==> src/verilog/gate_term_pkg.sv <==
// shared constants, types and register map of the gate term select stage
package gate_term_pkg;

    // ****************************************************************
    // widths
    // ****************************************************************
    localparam int unsigned DATA_W      = 32;
    localparam int unsigned ADDR_W      = 32;
    localparam int unsigned OFFSET_W    = 8;
    localparam int unsigned SRC_SEL_W   = 6;
    localparam int unsigned SRC_COUNT   = 64;
    localparam int unsigned TERM_W      = 8;
    localparam int unsigned INPUT_COUNT = 4;

    // ****************************************************************
    // register offsets (byte addresses, one aligned word each)
    // ****************************************************************
    localparam logic [OFFSET_W-1:0] ADDR_DATA1_SEL  = 8'h00;
    localparam logic [OFFSET_W-1:0] ADDR_DATA2_SEL  = 8'h04;
    localparam logic [OFFSET_W-1:0] ADDR_DATA3_SEL  = 8'h08;
    localparam logic [OFFSET_W-1:0] ADDR_DATA4_SEL  = 8'h0C;
    localparam logic [OFFSET_W-1:0] ADDR_GATE2_TERM = 8'h10;
    localparam logic [OFFSET_W-1:0] ADDR_GATE3_TERM = 8'h14;
    localparam logic [OFFSET_W-1:0] ADDR_STATUS     = 8'h18;

    // ****************************************************************
    // reset values
    // ****************************************************************
    localparam logic [SRC_SEL_W-1:0] SRC_SEL_RESET = 6'h00;
    localparam logic [TERM_W-1:0]    TERM_RESET    = 8'h00;
    localparam logic [DATA_W-1:0]    RDATA_RESET   = 32'h0000_0000;

    // ****************************************************************
    // bus encodings
    // ****************************************************************
    localparam int unsigned  HTRANS_ACTIVE_BIT = 1;
    localparam logic         HRESP_OKAY        = 1'b0;

    // ****************************************************************
    // types
    // ****************************************************************
    // bit 7 down to bit 0 of a term select register
    typedef struct packed {
        logic d4True;
        logic d4Inv;
        logic d3True;
        logic d3Inv;
        logic d2True;
        logic d2Inv;
        logic d1True;
        logic d1Inv;
    } termSelect_t;

    typedef struct packed {
        logic d4;
        logic d3;
        logic d2;
        logic d1;
    } dataInputs_t;

    // status: bit 5 gate3, bit 4 gate2, bits 3..0 data inputs 4..1
    typedef struct packed {
        logic gate3;
        logic gate2;
    } gateTerms_t;

    typedef enum logic [2:0] {
        REG_DATA1_SEL,
        REG_DATA2_SEL,
        REG_DATA3_SEL,
        REG_DATA4_SEL,
        REG_GATE2_TERM,
        REG_GATE3_TERM,
        REG_STATUS,
        REG_NONE
    } regId_t;

endpackage : gate_term_pkg

==> src/verilog/source_select_stage.sv <==
// one data input source multiplexer with registered output
module source_select_stage (
    input  wire logic                                 core_clk,
    input  wire logic                                 rst,
    input  wire logic                                 clkEn,
    input  wire logic [gate_term_pkg::SRC_COUNT-1:0]  sources,
    input  wire logic [gate_term_pkg::SRC_SEL_W-1:0]  select,
    output logic                                      picked
);

    // registered so the gate stage never sees a mux glitch on select change
    always_ff @(posedge core_clk or posedge rst) begin
        if (rst) begin
            picked <= 1'b0;
        end else if (clkEn) begin
            picked <= sources[select];
        end
    end

endmodule : source_select_stage

==> src/verilog/gate_term_select.sv <==
// gate 2 and gate 3 term selection with AHB-Lite register access
//
// What this block does
// - gate 2 takes data input 4 true when its bit 7 is set and inverted when its bit 6 is set.
// - gate 2 takes data input 3 true when its bit 5 is set and inverted when its bit 4 is set.
// - gate 2 takes data input 2 true when its bit 3 is set and inverted when its bit 2 is set.
// - gate 2 takes data input 1 true when its bit 1 is set and inverted when its bit 0 is set.
// - gate 3 takes data input 4 true when its bit 7 is set and inverted when its bit 6 is set.
// - gate 3 takes data input 3 true when its bit 5 is set and inverted when its bit 4 is set.
// - gate 3 takes data input 2 true when its bit 3 is set and inverted when its bit 2 is set.
// - gate 3 takes data input 1 true when its bit 1 is set and inverted when its bit 0 is set.
// - a cleared select bit leaves that polarity out, whatever its companion bit says.
// - every select bit reads and writes, and only the power-on reset touches it.
// - each of the four data inputs comes from its own source mux steered by a 6-bit field.
module gate_term_select (
    input  wire logic                                  core_clk,
    input  wire logic                                  rst,
    input  wire logic                                  clkEn,
    input  wire logic                                  hsel,
    input  wire logic [gate_term_pkg::ADDR_W-1:0]      haddr,
    input  wire logic [1:0]                            htrans,
    input  wire logic                                  hwrite,
    input  wire logic [2:0]                            hsize,
    input  wire logic [gate_term_pkg::DATA_W-1:0]      hwdata,
    input  wire logic                                  hready,
    output logic                                       hreadyout,
    output logic                                       hresp,
    output logic [gate_term_pkg::DATA_W-1:0]           hrdata,
    input  wire logic [gate_term_pkg::SRC_COUNT-1:0]   sourcePins,
    output gate_term_pkg::dataInputs_t                 dataInputs,
    output gate_term_pkg::gateTerms_t                  gateTerms
);

    // ****************************************************************
    // functions
    // ****************************************************************
    function automatic gate_term_pkg::regId_t decodeReg(
        input logic [gate_term_pkg::OFFSET_W-1:0] offset
    );
        gate_term_pkg::regId_t id;
        unique case (offset)
            gate_term_pkg::ADDR_DATA1_SEL:  id = gate_term_pkg::REG_DATA1_SEL;
            gate_term_pkg::ADDR_DATA2_SEL:  id = gate_term_pkg::REG_DATA2_SEL;
            gate_term_pkg::ADDR_DATA3_SEL:  id = gate_term_pkg::REG_DATA3_SEL;
            gate_term_pkg::ADDR_DATA4_SEL:  id = gate_term_pkg::REG_DATA4_SEL;
            gate_term_pkg::ADDR_GATE2_TERM: id = gate_term_pkg::REG_GATE2_TERM;
            gate_term_pkg::ADDR_GATE3_TERM: id = gate_term_pkg::REG_GATE3_TERM;
            gate_term_pkg::ADDR_STATUS:     id = gate_term_pkg::REG_STATUS;
            default:                        id = gate_term_pkg::REG_NONE;
        endcase
        return id;
    endfunction : decodeReg

    // an unset enable masks its term to zero, so each polarity stands alone
    function automatic logic termOr(
        input gate_term_pkg::dataInputs_t d,
        input gate_term_pkg::termSelect_t s
    );
        logic acc;
        acc = 1'b0;
        acc = acc | (s.d4True & d.d4);
        acc = acc | (s.d4Inv  & ~d.d4);
        acc = acc | (s.d3True & d.d3);
        acc = acc | (s.d3Inv  & ~d.d3);
        acc = acc | (s.d2True & d.d2);
        acc = acc | (s.d2Inv  & ~d.d2);
        acc = acc | (s.d1True & d.d1);
        acc = acc | (s.d1Inv  & ~d.d1);
        return acc;
    endfunction : termOr

    // a pending write lands only on an enabled edge, in the register it decoded to
    function automatic logic writeHits(
        input logic                  commit,
        input gate_term_pkg::regId_t target,
        input gate_term_pkg::regId_t id
    );
        return commit && (target == id);
    endfunction : writeHits

    // ****************************************************************
    // declarations
    // ****************************************************************
    logic [gate_term_pkg::SRC_SEL_W-1:0] data1Select;
    logic [gate_term_pkg::SRC_SEL_W-1:0] data2Select;
    logic [gate_term_pkg::SRC_SEL_W-1:0] data3Select;
    logic [gate_term_pkg::SRC_SEL_W-1:0] data4Select;
    gate_term_pkg::termSelect_t          gate2TermSelect;
    gate_term_pkg::termSelect_t          gate3TermSelect;

    logic [gate_term_pkg::SRC_COUNT-1:0] pinSyncFirst;
    logic [gate_term_pkg::SRC_COUNT-1:0] pinSync;

    logic                                addrTaken;
    gate_term_pkg::regId_t               addrReg;
    logic                                wrPending;
    gate_term_pkg::regId_t               wrReg;
    logic                                wrCommit;
    logic [gate_term_pkg::DATA_W-1:0]    next_hrdata;

    // ****************************************************************
    // pin synchroniser
    // ****************************************************************
    always_ff @(posedge core_clk or posedge rst) begin
        if (rst) begin
            pinSyncFirst <= '0;
        end else if (clkEn) begin
            pinSyncFirst <= sourcePins;
        end
    end

    always_ff @(posedge core_clk or posedge rst) begin
        if (rst) begin
            pinSync <= '0;
        end else if (clkEn) begin
            pinSync <= pinSyncFirst;
        end
    end

    // ****************************************************************
    // data input source multiplexers
    // ****************************************************************
    source_select_stage data1Mux (
        .core_clk (core_clk),
        .rst      (rst),
        .clkEn    (clkEn),
        .sources  (pinSync),
        .select   (data1Select),
        .picked   (dataInputs.d1)
    );

    source_select_stage data2Mux (
        .core_clk (core_clk),
        .rst      (rst),
        .clkEn    (clkEn),
        .sources  (pinSync),
        .select   (data2Select),
        .picked   (dataInputs.d2)
    );

    source_select_stage data3Mux (
        .core_clk (core_clk),
        .rst      (rst),
        .clkEn    (clkEn),
        .sources  (pinSync),
        .select   (data3Select),
        .picked   (dataInputs.d3)
    );

    source_select_stage data4Mux (
        .core_clk (core_clk),
        .rst      (rst),
        .clkEn    (clkEn),
        .sources  (pinSync),
        .select   (data4Select),
        .picked   (dataInputs.d4)
    );

    // ****************************************************************
    // gate term combining
    // ****************************************************************
    always_ff @(posedge core_clk or posedge rst) begin
        if (rst) begin
            gateTerms <= '0;
        end else if (clkEn) begin
            gateTerms.gate2 <= termOr(dataInputs, gate2TermSelect);
            gateTerms.gate3 <= termOr(dataInputs, gate3TermSelect);
        end
    end

    // ****************************************************************
    // bus address phase
    // ****************************************************************
    assign addrTaken = clkEn & hsel & hready & htrans[gate_term_pkg::HTRANS_ACTIVE_BIT];
    assign addrReg   = decodeReg(haddr[gate_term_pkg::OFFSET_W-1:0]);
    assign wrCommit  = clkEn & wrPending;

    always_ff @(posedge core_clk or posedge rst) begin
        if (rst) begin
            wrPending <= 1'b0;
            wrReg     <= gate_term_pkg::REG_NONE;
        end else if (clkEn) begin
            wrPending <= addrTaken & hwrite;
            wrReg     <= addrReg;
        end
    end

    // stall only while frozen; one cycle late, so a write whose data phase ends on a
    // frozen edge commits at the next enabled edge with whatever hwdata then holds
    always_ff @(posedge core_clk or posedge rst) begin
        if (rst) begin
            hreadyout <= 1'b1;
        end else begin
            hreadyout <= clkEn;
        end
    end

    always_ff @(posedge core_clk or posedge rst) begin
        if (rst) begin
            hresp <= gate_term_pkg::HRESP_OKAY;
        end else begin
            hresp <= gate_term_pkg::HRESP_OKAY;
        end
    end

    // ****************************************************************
    // source select registers
    // ****************************************************************
    // only the power-on reset reaches these; no other reset source exists here
    always_ff @(posedge core_clk or posedge rst) begin
        if (rst) begin
            data1Select <= gate_term_pkg::SRC_SEL_RESET;
        end else if (writeHits(wrCommit, wrReg, gate_term_pkg::REG_DATA1_SEL)) begin
            data1Select <= hwdata[gate_term_pkg::SRC_SEL_W-1:0];
        end
    end

    always_ff @(posedge core_clk or posedge rst) begin
        if (rst) begin
            data2Select <= gate_term_pkg::SRC_SEL_RESET;
        end else if (writeHits(wrCommit, wrReg, gate_term_pkg::REG_DATA2_SEL)) begin
            data2Select <= hwdata[gate_term_pkg::SRC_SEL_W-1:0];
        end
    end

    always_ff @(posedge core_clk or posedge rst) begin
        if (rst) begin
            data3Select <= gate_term_pkg::SRC_SEL_RESET;
        end else if (writeHits(wrCommit, wrReg, gate_term_pkg::REG_DATA3_SEL)) begin
            data3Select <= hwdata[gate_term_pkg::SRC_SEL_W-1:0];
        end
    end

    always_ff @(posedge core_clk or posedge rst) begin
        if (rst) begin
            data4Select <= gate_term_pkg::SRC_SEL_RESET;
        end else if (writeHits(wrCommit, wrReg, gate_term_pkg::REG_DATA4_SEL)) begin
            data4Select <= hwdata[gate_term_pkg::SRC_SEL_W-1:0];
        end
    end

    // ****************************************************************
    // term select registers
    // ****************************************************************
    // cleared at power-on rather than left unknown, so both gates start quiet
    always_ff @(posedge core_clk or posedge rst) begin
        if (rst) begin
            gate2TermSelect <= gate_term_pkg::TERM_RESET;
        end else if (writeHits(wrCommit, wrReg, gate_term_pkg::REG_GATE2_TERM)) begin
            gate2TermSelect <= hwdata[gate_term_pkg::TERM_W-1:0];
        end
    end

    always_ff @(posedge core_clk or posedge rst) begin
        if (rst) begin
            gate3TermSelect <= gate_term_pkg::TERM_RESET;
        end else if (writeHits(wrCommit, wrReg, gate_term_pkg::REG_GATE3_TERM)) begin
            gate3TermSelect <= hwdata[gate_term_pkg::TERM_W-1:0];
        end
    end

    // ****************************************************************
    // register reads
    // ****************************************************************
    // a write committing at this edge is forwarded so back-to-back read sees it
    always_comb begin
        next_hrdata = gate_term_pkg::RDATA_RESET;
        if (wrCommit && (wrReg == addrReg)) begin
            unique case (addrReg)
                gate_term_pkg::REG_DATA1_SEL,
                gate_term_pkg::REG_DATA2_SEL,
                gate_term_pkg::REG_DATA3_SEL,
                gate_term_pkg::REG_DATA4_SEL:  next_hrdata = 32'(hwdata[gate_term_pkg::SRC_SEL_W-1:0]);
                gate_term_pkg::REG_GATE2_TERM,
                gate_term_pkg::REG_GATE3_TERM: next_hrdata = 32'(hwdata[gate_term_pkg::TERM_W-1:0]);
                gate_term_pkg::REG_STATUS:     next_hrdata = 32'({gateTerms, dataInputs});
                gate_term_pkg::REG_NONE:       next_hrdata = gate_term_pkg::RDATA_RESET;
            endcase
        end else begin
            unique case (addrReg)
                gate_term_pkg::REG_DATA1_SEL:  next_hrdata = 32'(data1Select);
                gate_term_pkg::REG_DATA2_SEL:  next_hrdata = 32'(data2Select);
                gate_term_pkg::REG_DATA3_SEL:  next_hrdata = 32'(data3Select);
                gate_term_pkg::REG_DATA4_SEL:  next_hrdata = 32'(data4Select);
                gate_term_pkg::REG_GATE2_TERM: next_hrdata = 32'(gate2TermSelect);
                gate_term_pkg::REG_GATE3_TERM: next_hrdata = 32'(gate3TermSelect);
                gate_term_pkg::REG_STATUS:     next_hrdata = 32'({gateTerms, dataInputs});
                gate_term_pkg::REG_NONE:       next_hrdata = gate_term_pkg::RDATA_RESET;
            endcase
        end
    end

    always_ff @(posedge core_clk or posedge rst) begin
        if (rst) begin
            hrdata <= gate_term_pkg::RDATA_RESET;
        end else if (addrTaken && !hwrite) begin
            hrdata <= next_hrdata;
        end
    end

endmodule : gate_term_select

==> config.mk <==
export PLATFORM = sky130hd
export DESIGN_NAME = gate_term_select
export DESIGN_NICKNAME = d
export VERILOG_FILES = /design/src/verilog/gate_term_pkg.sv /design/src/verilog/source_select_stage.sv /design/src/verilog/gate_term_select.sv
export SDC_FILE = /design/constraint.sdc
export NUM_CORES = 1
export LEC_CHECK = 0
export BUFFER_PORTS_ARGS = -buffer_cell sky130_fd_sc_hd__buf_4
export CORE_MARGIN = 5
export CORE_UTILIZATION = 60
export CTS_BUF_LIST = sky130_fd_sc_hd__clkbuf_8
export CTS_CLUSTER_DIAMETER = 150
export DETAILED_ROUTE_END_ITERATION = 8
export PLACE_DENSITY = 0.85
export SLEW_MARGIN = 20
export SYNTH_ARGS = -nofsm -noshare
export SYNTH_HDL_FRONTEND = slang
export SYNTH_SLANG_ARGS = --single-unit
export TNS_END_PERCENT = 20
==> constraint.sdc <==
create_clock -name core_clk -period 9.6 [get_ports core_clk]
set_input_delay 0.96 -clock core_clk [delete_from_list [all_inputs] [get_ports core_clk]]
set_output_delay 0.96 -clock core_clk [all_outputs]
set_load 0.005 [all_outputs]
== Yosys cells after proc, flatten, opt, wreduce, memory -nomap -nowiden ==
Index checks and enable logic that the tools add are counted.
Widths: inputs -> output; s select.
Operators by class
  mux-type cells: 12
  bitwise logic cells: 39
  equality and inequality tests: 19
  magnitude comparators: 4
  reductions and logical operators: 14
Operators with widths (number)
  $pmux 32 s8: 1
  $pmux 32 s4: 1
  $mux 32: 1
  $lt 6x7->1 const B: 4
  $bmux 1 s6: 4
  $eq 8x5->1 const B: 3
  $and 1x1->1: 21
  $pmux 3 s7: 1
  $eq 3x3->1 const B: 6
  $eq 8x4->1 const B: 2
  $or 1x1->1: 14
  $eq 3x2->1 const B: 4
  $eq 8x3->1 const B: 1
  $logic_and 1x1->1: 8
  $logic_not 8->1: 1
  $eq 3x1->1 const B: 2
  $logic_not 3->1: 2
  $mux 1: 4
  $not 1->1: 4
  $reduce_or 4->1: 1
  $eq 3x3->1: 1
  $reduce_or 2->1: 1
  $logic_not 1->1: 1
Word-level totals
  word-level logic and storage cells: 120
  output and inout port bits: 40
  input bits: 139
  bits in registers: 211

== Depth between registers and ports, before layout ==
  depth after elaboration: 9
  mapped depth: 8
  gate-level depth less buffers: 5

== Hierarchy ==
A second synthesis with hierarchy kept.
Second synthesis, totals
  cell total of the unflattened synthesis: 802
  area total of the unflattened synthesis: 10561.4 um2
By module, submodules not included
  gate_term_select: times used 1, area each 7853.8 um2, cells each 550, sequential area each 4584.4 um2
  source_select_stage: times used 4, area each 676.9 um2, cells each 63, sequential area each 25.0 um2

== Worst setup path after synthesis ==
No wires, ideal clock.
  path type: input-to-reg
  start: in haddr[5] in the netlist's numbering
  end: reg hrdata[0] in the netlist's numbering
  path buffers: 1
  slack: 6.823 ns
  data required time: 9.452 ns
  library setup time: 0.148 ns
  arrival time: 2.628 ns
  cell stages on the path: 6
  path through: or3_4 > or4b_4 > a211oi_4 > and2_4 > buf_12 > o311ai_2
On the way
  word-level cells in the longest chain between the ends: 6
  elaborated cells between the ends (all ways): 23
  those cells by class: eq/ne (14); mux (4); reduce/logical (5)
RTL lines
  start: declaration: line gate_term_select.sv:20  | input wire logic [gate_term_pkg::ADDR_W-1:0] haddr,
  $eq 8x5->1 (tied with other cells): line gate_term_select.sv:41  | unique case (offset)
  $pmux 3 s7 *: line gate_term_select.sv:41
  $eq 3x2->1 (tied with other cells): line gate_term_select.sv:269, gate_term_select.sv:280
  $reduce_or 4->1 / $reduce_or 2->1 (equally long branches): line gate_term_select.sv:269  | unique case (addrReg)
  $pmux 32 s4: line gate_term_select.sv:269
  $mux 32 *: line gate_term_select.sv:268  | if (wrCommit && (wrReg == addrReg)) begin
  end signal: assignment: line gate_term_select.sv:295  | hrdata <= gate_term_pkg::RDATA_RESET;
  end signal: assignment: line gate_term_select.sv:297  | hrdata <= next_hrdata;
  end: declaration: line gate_term_select.sv:28  | output logic [gate_term_pkg::DATA_W-1:0] hrdata,
Mark *: on every way between the ends. The rest lies on a longest branch, timed or not. The select of a mux whose other input is x is not followed.
A chain may end at the register's enable or synchronous reset.

== Worst setup path after layout ==
  start: in clkEn
  end: reg data2Select[0] in the netlist's numbering
On the way
  word-level cells in the longest chain between the ends: 2
RTL lines
  start: declaration: line gate_term_select.sv:18  | input wire logic clkEn,
  $and 1x1->1: line gate_term_select.sv:176  | assign wrCommit = clkEn & wrPending;
  $logic_and 1x1->1: line gate_term_select.sv:78  | return commit && (target == id);
  end signal: assignment: line gate_term_select.sv:220  | data2Select <= gate_term_pkg::SRC_SEL_RESET;
  end signal: assignment: line gate_term_select.sv:222  | data2Select <= hwdata[gate_term_pkg::SRC_SEL_W-1:0];
  end: declaration: line gate_term_select.sv:85  | logic [gate_term_pkg::SRC_SEL_W-1:0] data2Select;
Every way passes these cells.

==> results.tsv <==
stage	metric	value	unit
floorplanning	core outline area	16700	um^2
sta	# setup viols final	0	
drt	drt first pass iters	6	
synth	Post-synth ARST share	1.000	
power_and_ir_drop	Net Switching	0.5329	mW
layout	Non-Filler Instances	1111	
layout	Final Cell Area	11420	um^2
outcome	outcome	complete, no violations	
power_and_ir_drop	sequential share of power	0.530	
global_route	GRT Overall Usage	0.2477	
sta	fmax	0.3739	GHz
floorplanning	Initial Util	0.6159	
sta	Slew headroom	0.2369	
power_and_ir_drop	pwr dens	160.1	nW/um^2
drt	Avg Vias per Cell	6.367	
min_path	Hold Path Stages	2	
layout	synthesis-to-layout area growth	11.03	%
synth	Netlist cell types	45	
placed_design	dpl ws	6.459	ns
power_and_ir_drop	Comb pwr share	0.175	
synth	Seq/Total Area, Yosys	0.4554	
drt	Avg WL per Cell	21.49	um
drt	Detailed Route Iter0 Violations	755	
global_route	global-route wire length before repair	38540	um
synth	cell area after synthesis	10290	um^2
drt	metal2 WL	11580	um
global_route	largest net degree at the start of global routing	114	
clocking	Post-CTS Hold Fix Bufs	0	
sta	fin worst setup slack	6.926	ns
floorplanning	Top Ports	179	
layout	most frequent cells in the layout	dfrtp_1 (183), mux2_2 (169), buf_4 (106), mux2i_1 (96), nand2_1 (45)	
setup_path	Worst setup EP type	flop	
sta	RSZ-0062 raised after global routing	no	
sta	worst slew pin tran	1.136	ns
sta	Slew Viols, Final	0	
clocking	CTS Buf Count	17	
setup_path	worst reg-to-reg path cell count	4	
placed_design	IO buf count	101	
clocking	Longest Clk Path Bufs	2	
clocking	Post-CTS Setup Bufs	0	
power_and_ir_drop	Tot Pwr	1.829	mW
clocking	CTS tree	done	
drt	max layer used	met4	
synth	Post-synth EDFFs	0	
floorplanning	Row Count	47	
placed_design	HPWL after detailed placement	16550	um
clocking	Clock Sink Count	187	
floorplanning	Die X	140.9	um
layout	commonest non-fill, non-tap cell in the layout	dfrtp_1	
synth	syn_area_per_cell	12.71	um^2
setup_path	FF-to-FF End	data1Mux.picked	
setup_path	CP Class	in2reg	
global_route	GR Overflow Total	0	
clocking	H-tree Lvls	4	
setup_path	required time of the worst setup path	9.96	ns
sta	Hold Fails Final Rpt	0	
job	Max Cap Viol	0	
clocking	CTS Root Cell	clkbuf_8	
clocking	worst skew pair latency	0.48	ns
drt	DRT Wirelength	23880	um
synth	FF+latch count, synth	187	
clocking	clk slew on worst S/H paths	0.10	ns
layout	fillers	1250	
placed_design	Placed Cells	1079	
placed_design	RD Place Congestion	0.9283	
sta	final worst path period share	0.2786	
setup_path	reg2reg start	data1Select[0]	
layout	ant diodes	0	
synth	synth warn	0	
sta	Worst Skew	0.01108	ns
min_path	Tightest Hold Check Type	reg2reg	
power_and_ir_drop	Lkg Pwr	4.753	nW
floorplanning	die span in y	140.9	um
drt	M1 WL	9771	um
drt	vias	7074	
synth	top cell type's share of synthesized area	0.4452	
drt	ANT nets after route	0	
layout	area of the multi-input gates	5215	um^2
placed_design	Placed Area	11010	um^2
setup_path	critical path startpoint category	primary input	
min_path	hold path start	hrdata[7]	
synth	Post-synth top flop	dfrtp_1	
sta	setup TNS	0	ns
synth	Synth area leader	dfrtp_1	
setup_path	reg2reg setup slack	7.28	ns
synth	Cells after Synth	809	
setup_path	WP data arrival	3.04	ns
power_and_ir_drop	part of the power in the clock network	0.295	
global_route	number of global-route vias before repair	7145	
drt	met3 WL post-DR	1861	um
setup_path	Critical Path Fanout Max	79	
sta	min cycle time layout	2.674	ns
global_route	initial antenna violation count	0	
clocking	# resized after CTS	0	
layout	Seq. cell area	4684	um^2
power_and_ir_drop	Int Power	1.296	mW
layout	Final nets	1017	
min_path	Worst Hold End	hrdata[7]	
power_and_ir_drop	Max IR drop VDD	0.08338	mV
power_and_ir_drop	Switching Fraction	0.2914	
drt	drt drc	0	
floorplanning	Die ar.	19860	um^2
synth	top post-synthesis cells by area	dfrtp_1 (45%), mux2_2 (19%), mux2i_1 (9.3%)	
layout	share of cells above drive strength 1	0.4074	
cells in the mapped netlist, types with 2 or more instances:
cell and count:
a211oi_1 6, a21oi_1 18, a22oi_1 16, a311oi_1 8, a31oi_1 8, a41o_1 4
a41oi_1 2, buf_1 2, buf_2 21, buf_4 29, clkbuf_1 28, dfrtp_1 183
dfstp_2 4, inv_1 7, mux2_2 169, mux2i_1 96, mux4_2 36, nand2_1 45
nand2b_1 8, nand3_1 28, nand3b_1 2, nand4_1 3, nand4b_1 6, nor2_1 27
nor2b_1 12, nor3_1 3, o211ai_1 6, o211ai_2 2, o21ai_0 5, o221ai_1 6
o311ai_2 5
area by class of cell:
| type | instances | share of cell area |
|---|---|---|
| Clock buffer | 18 | 0.02169 |
| Clock inverter | 14 | 0.01380 |
| Inverter | 7 | 0.002958 |
| Multi-Input combinational cell | 558 | 0.4566 |
| Sequential cell | 187 | 0.4102 |
| Tap cell | 220 | 0.02410 |
| Timing Repair Buffer | 107 | 0.07066 |
kinds of logic (layout without fill, tap and decap cells):
logic type,Yosys count,count (layout),share of synthesized area
flip-flops,187,187,0.4554
buffers and inverters,88,146,0.04683
multiplexers,301,301,0.3573
XOR/XNOR,1,1,0.0008516
AND/OR/NAND/NOR,138,138,0.06581
AO/OA/AOI/OAI,93,93,0.07347
other,1,25,0.0003646
worst max-delay path, stage by stage:
cell and delay [ns]:
buf_6 0.49, nand2_1 0.19, nor3_1 0.95, mux2_2 0.42
metal layers:
layer  vias to the layer above  global-route usage
met5                         -                   0
met4                         0             0.08516
li1                       3140                   -
met2                       331              0.3954
met1                      3547              0.3374
met3                        56             0.05723
through the flow:
stage	hold slack [ns]	util
2_1_floorplan	0.4718	-
3_3_place_gp	0.4783	0.6591
3_5_place_dp	0.4796	0.6591
4_1_cts	0.5080	0.6834
5_1_grt	0.5222	0.6838
6_report	0.5024	0.6838
power groups by stage:
stage | registers (mW) | clock network [mW] | logic (mW)
3_5_place_dp | 0.984 | 0 | 0.319
6_report | 0.970 | 0.539 | 0.320
5_1_grt | 0.981 | 0.587 | 0.348
2_1_floorplan | 0.936 | 0 | 0.256
4_1_cts | 0.968 | 0.554 | 0.320
3_3_place_gp | 0.976 | 0 | 0.310
worst max-delay path by stage:
stage,start,endpoint,slack (ns),depth (start not counted)
6_report,clkEn,data2Select[0],6.93,4
5_1_grt,clkEn,hrdata[2],6.82,6
3_3_place_gp,clkEn,data1Select[0],6.53,4
4_1_cts,clkEn,data2Select[0],6.98,4
3_5_place_dp,clkEn,data2Select[2],6.46,4
2_1_floorplan,rst,data1Mux.picked,3.56,1
flip-flops by register name, summed over array words and instances, names as in the netlist, 3 cells and up:
register	cells
pinSync	64
data2Select	6
pinSyncFirst	64
data1Select	6
gate3TermSelect	8
hrdata	8
gate2TermSelect	8
data4Select	6
wrReg	3
data3Select	6
No activity file was read; power rests on OpenSTA's default activity.
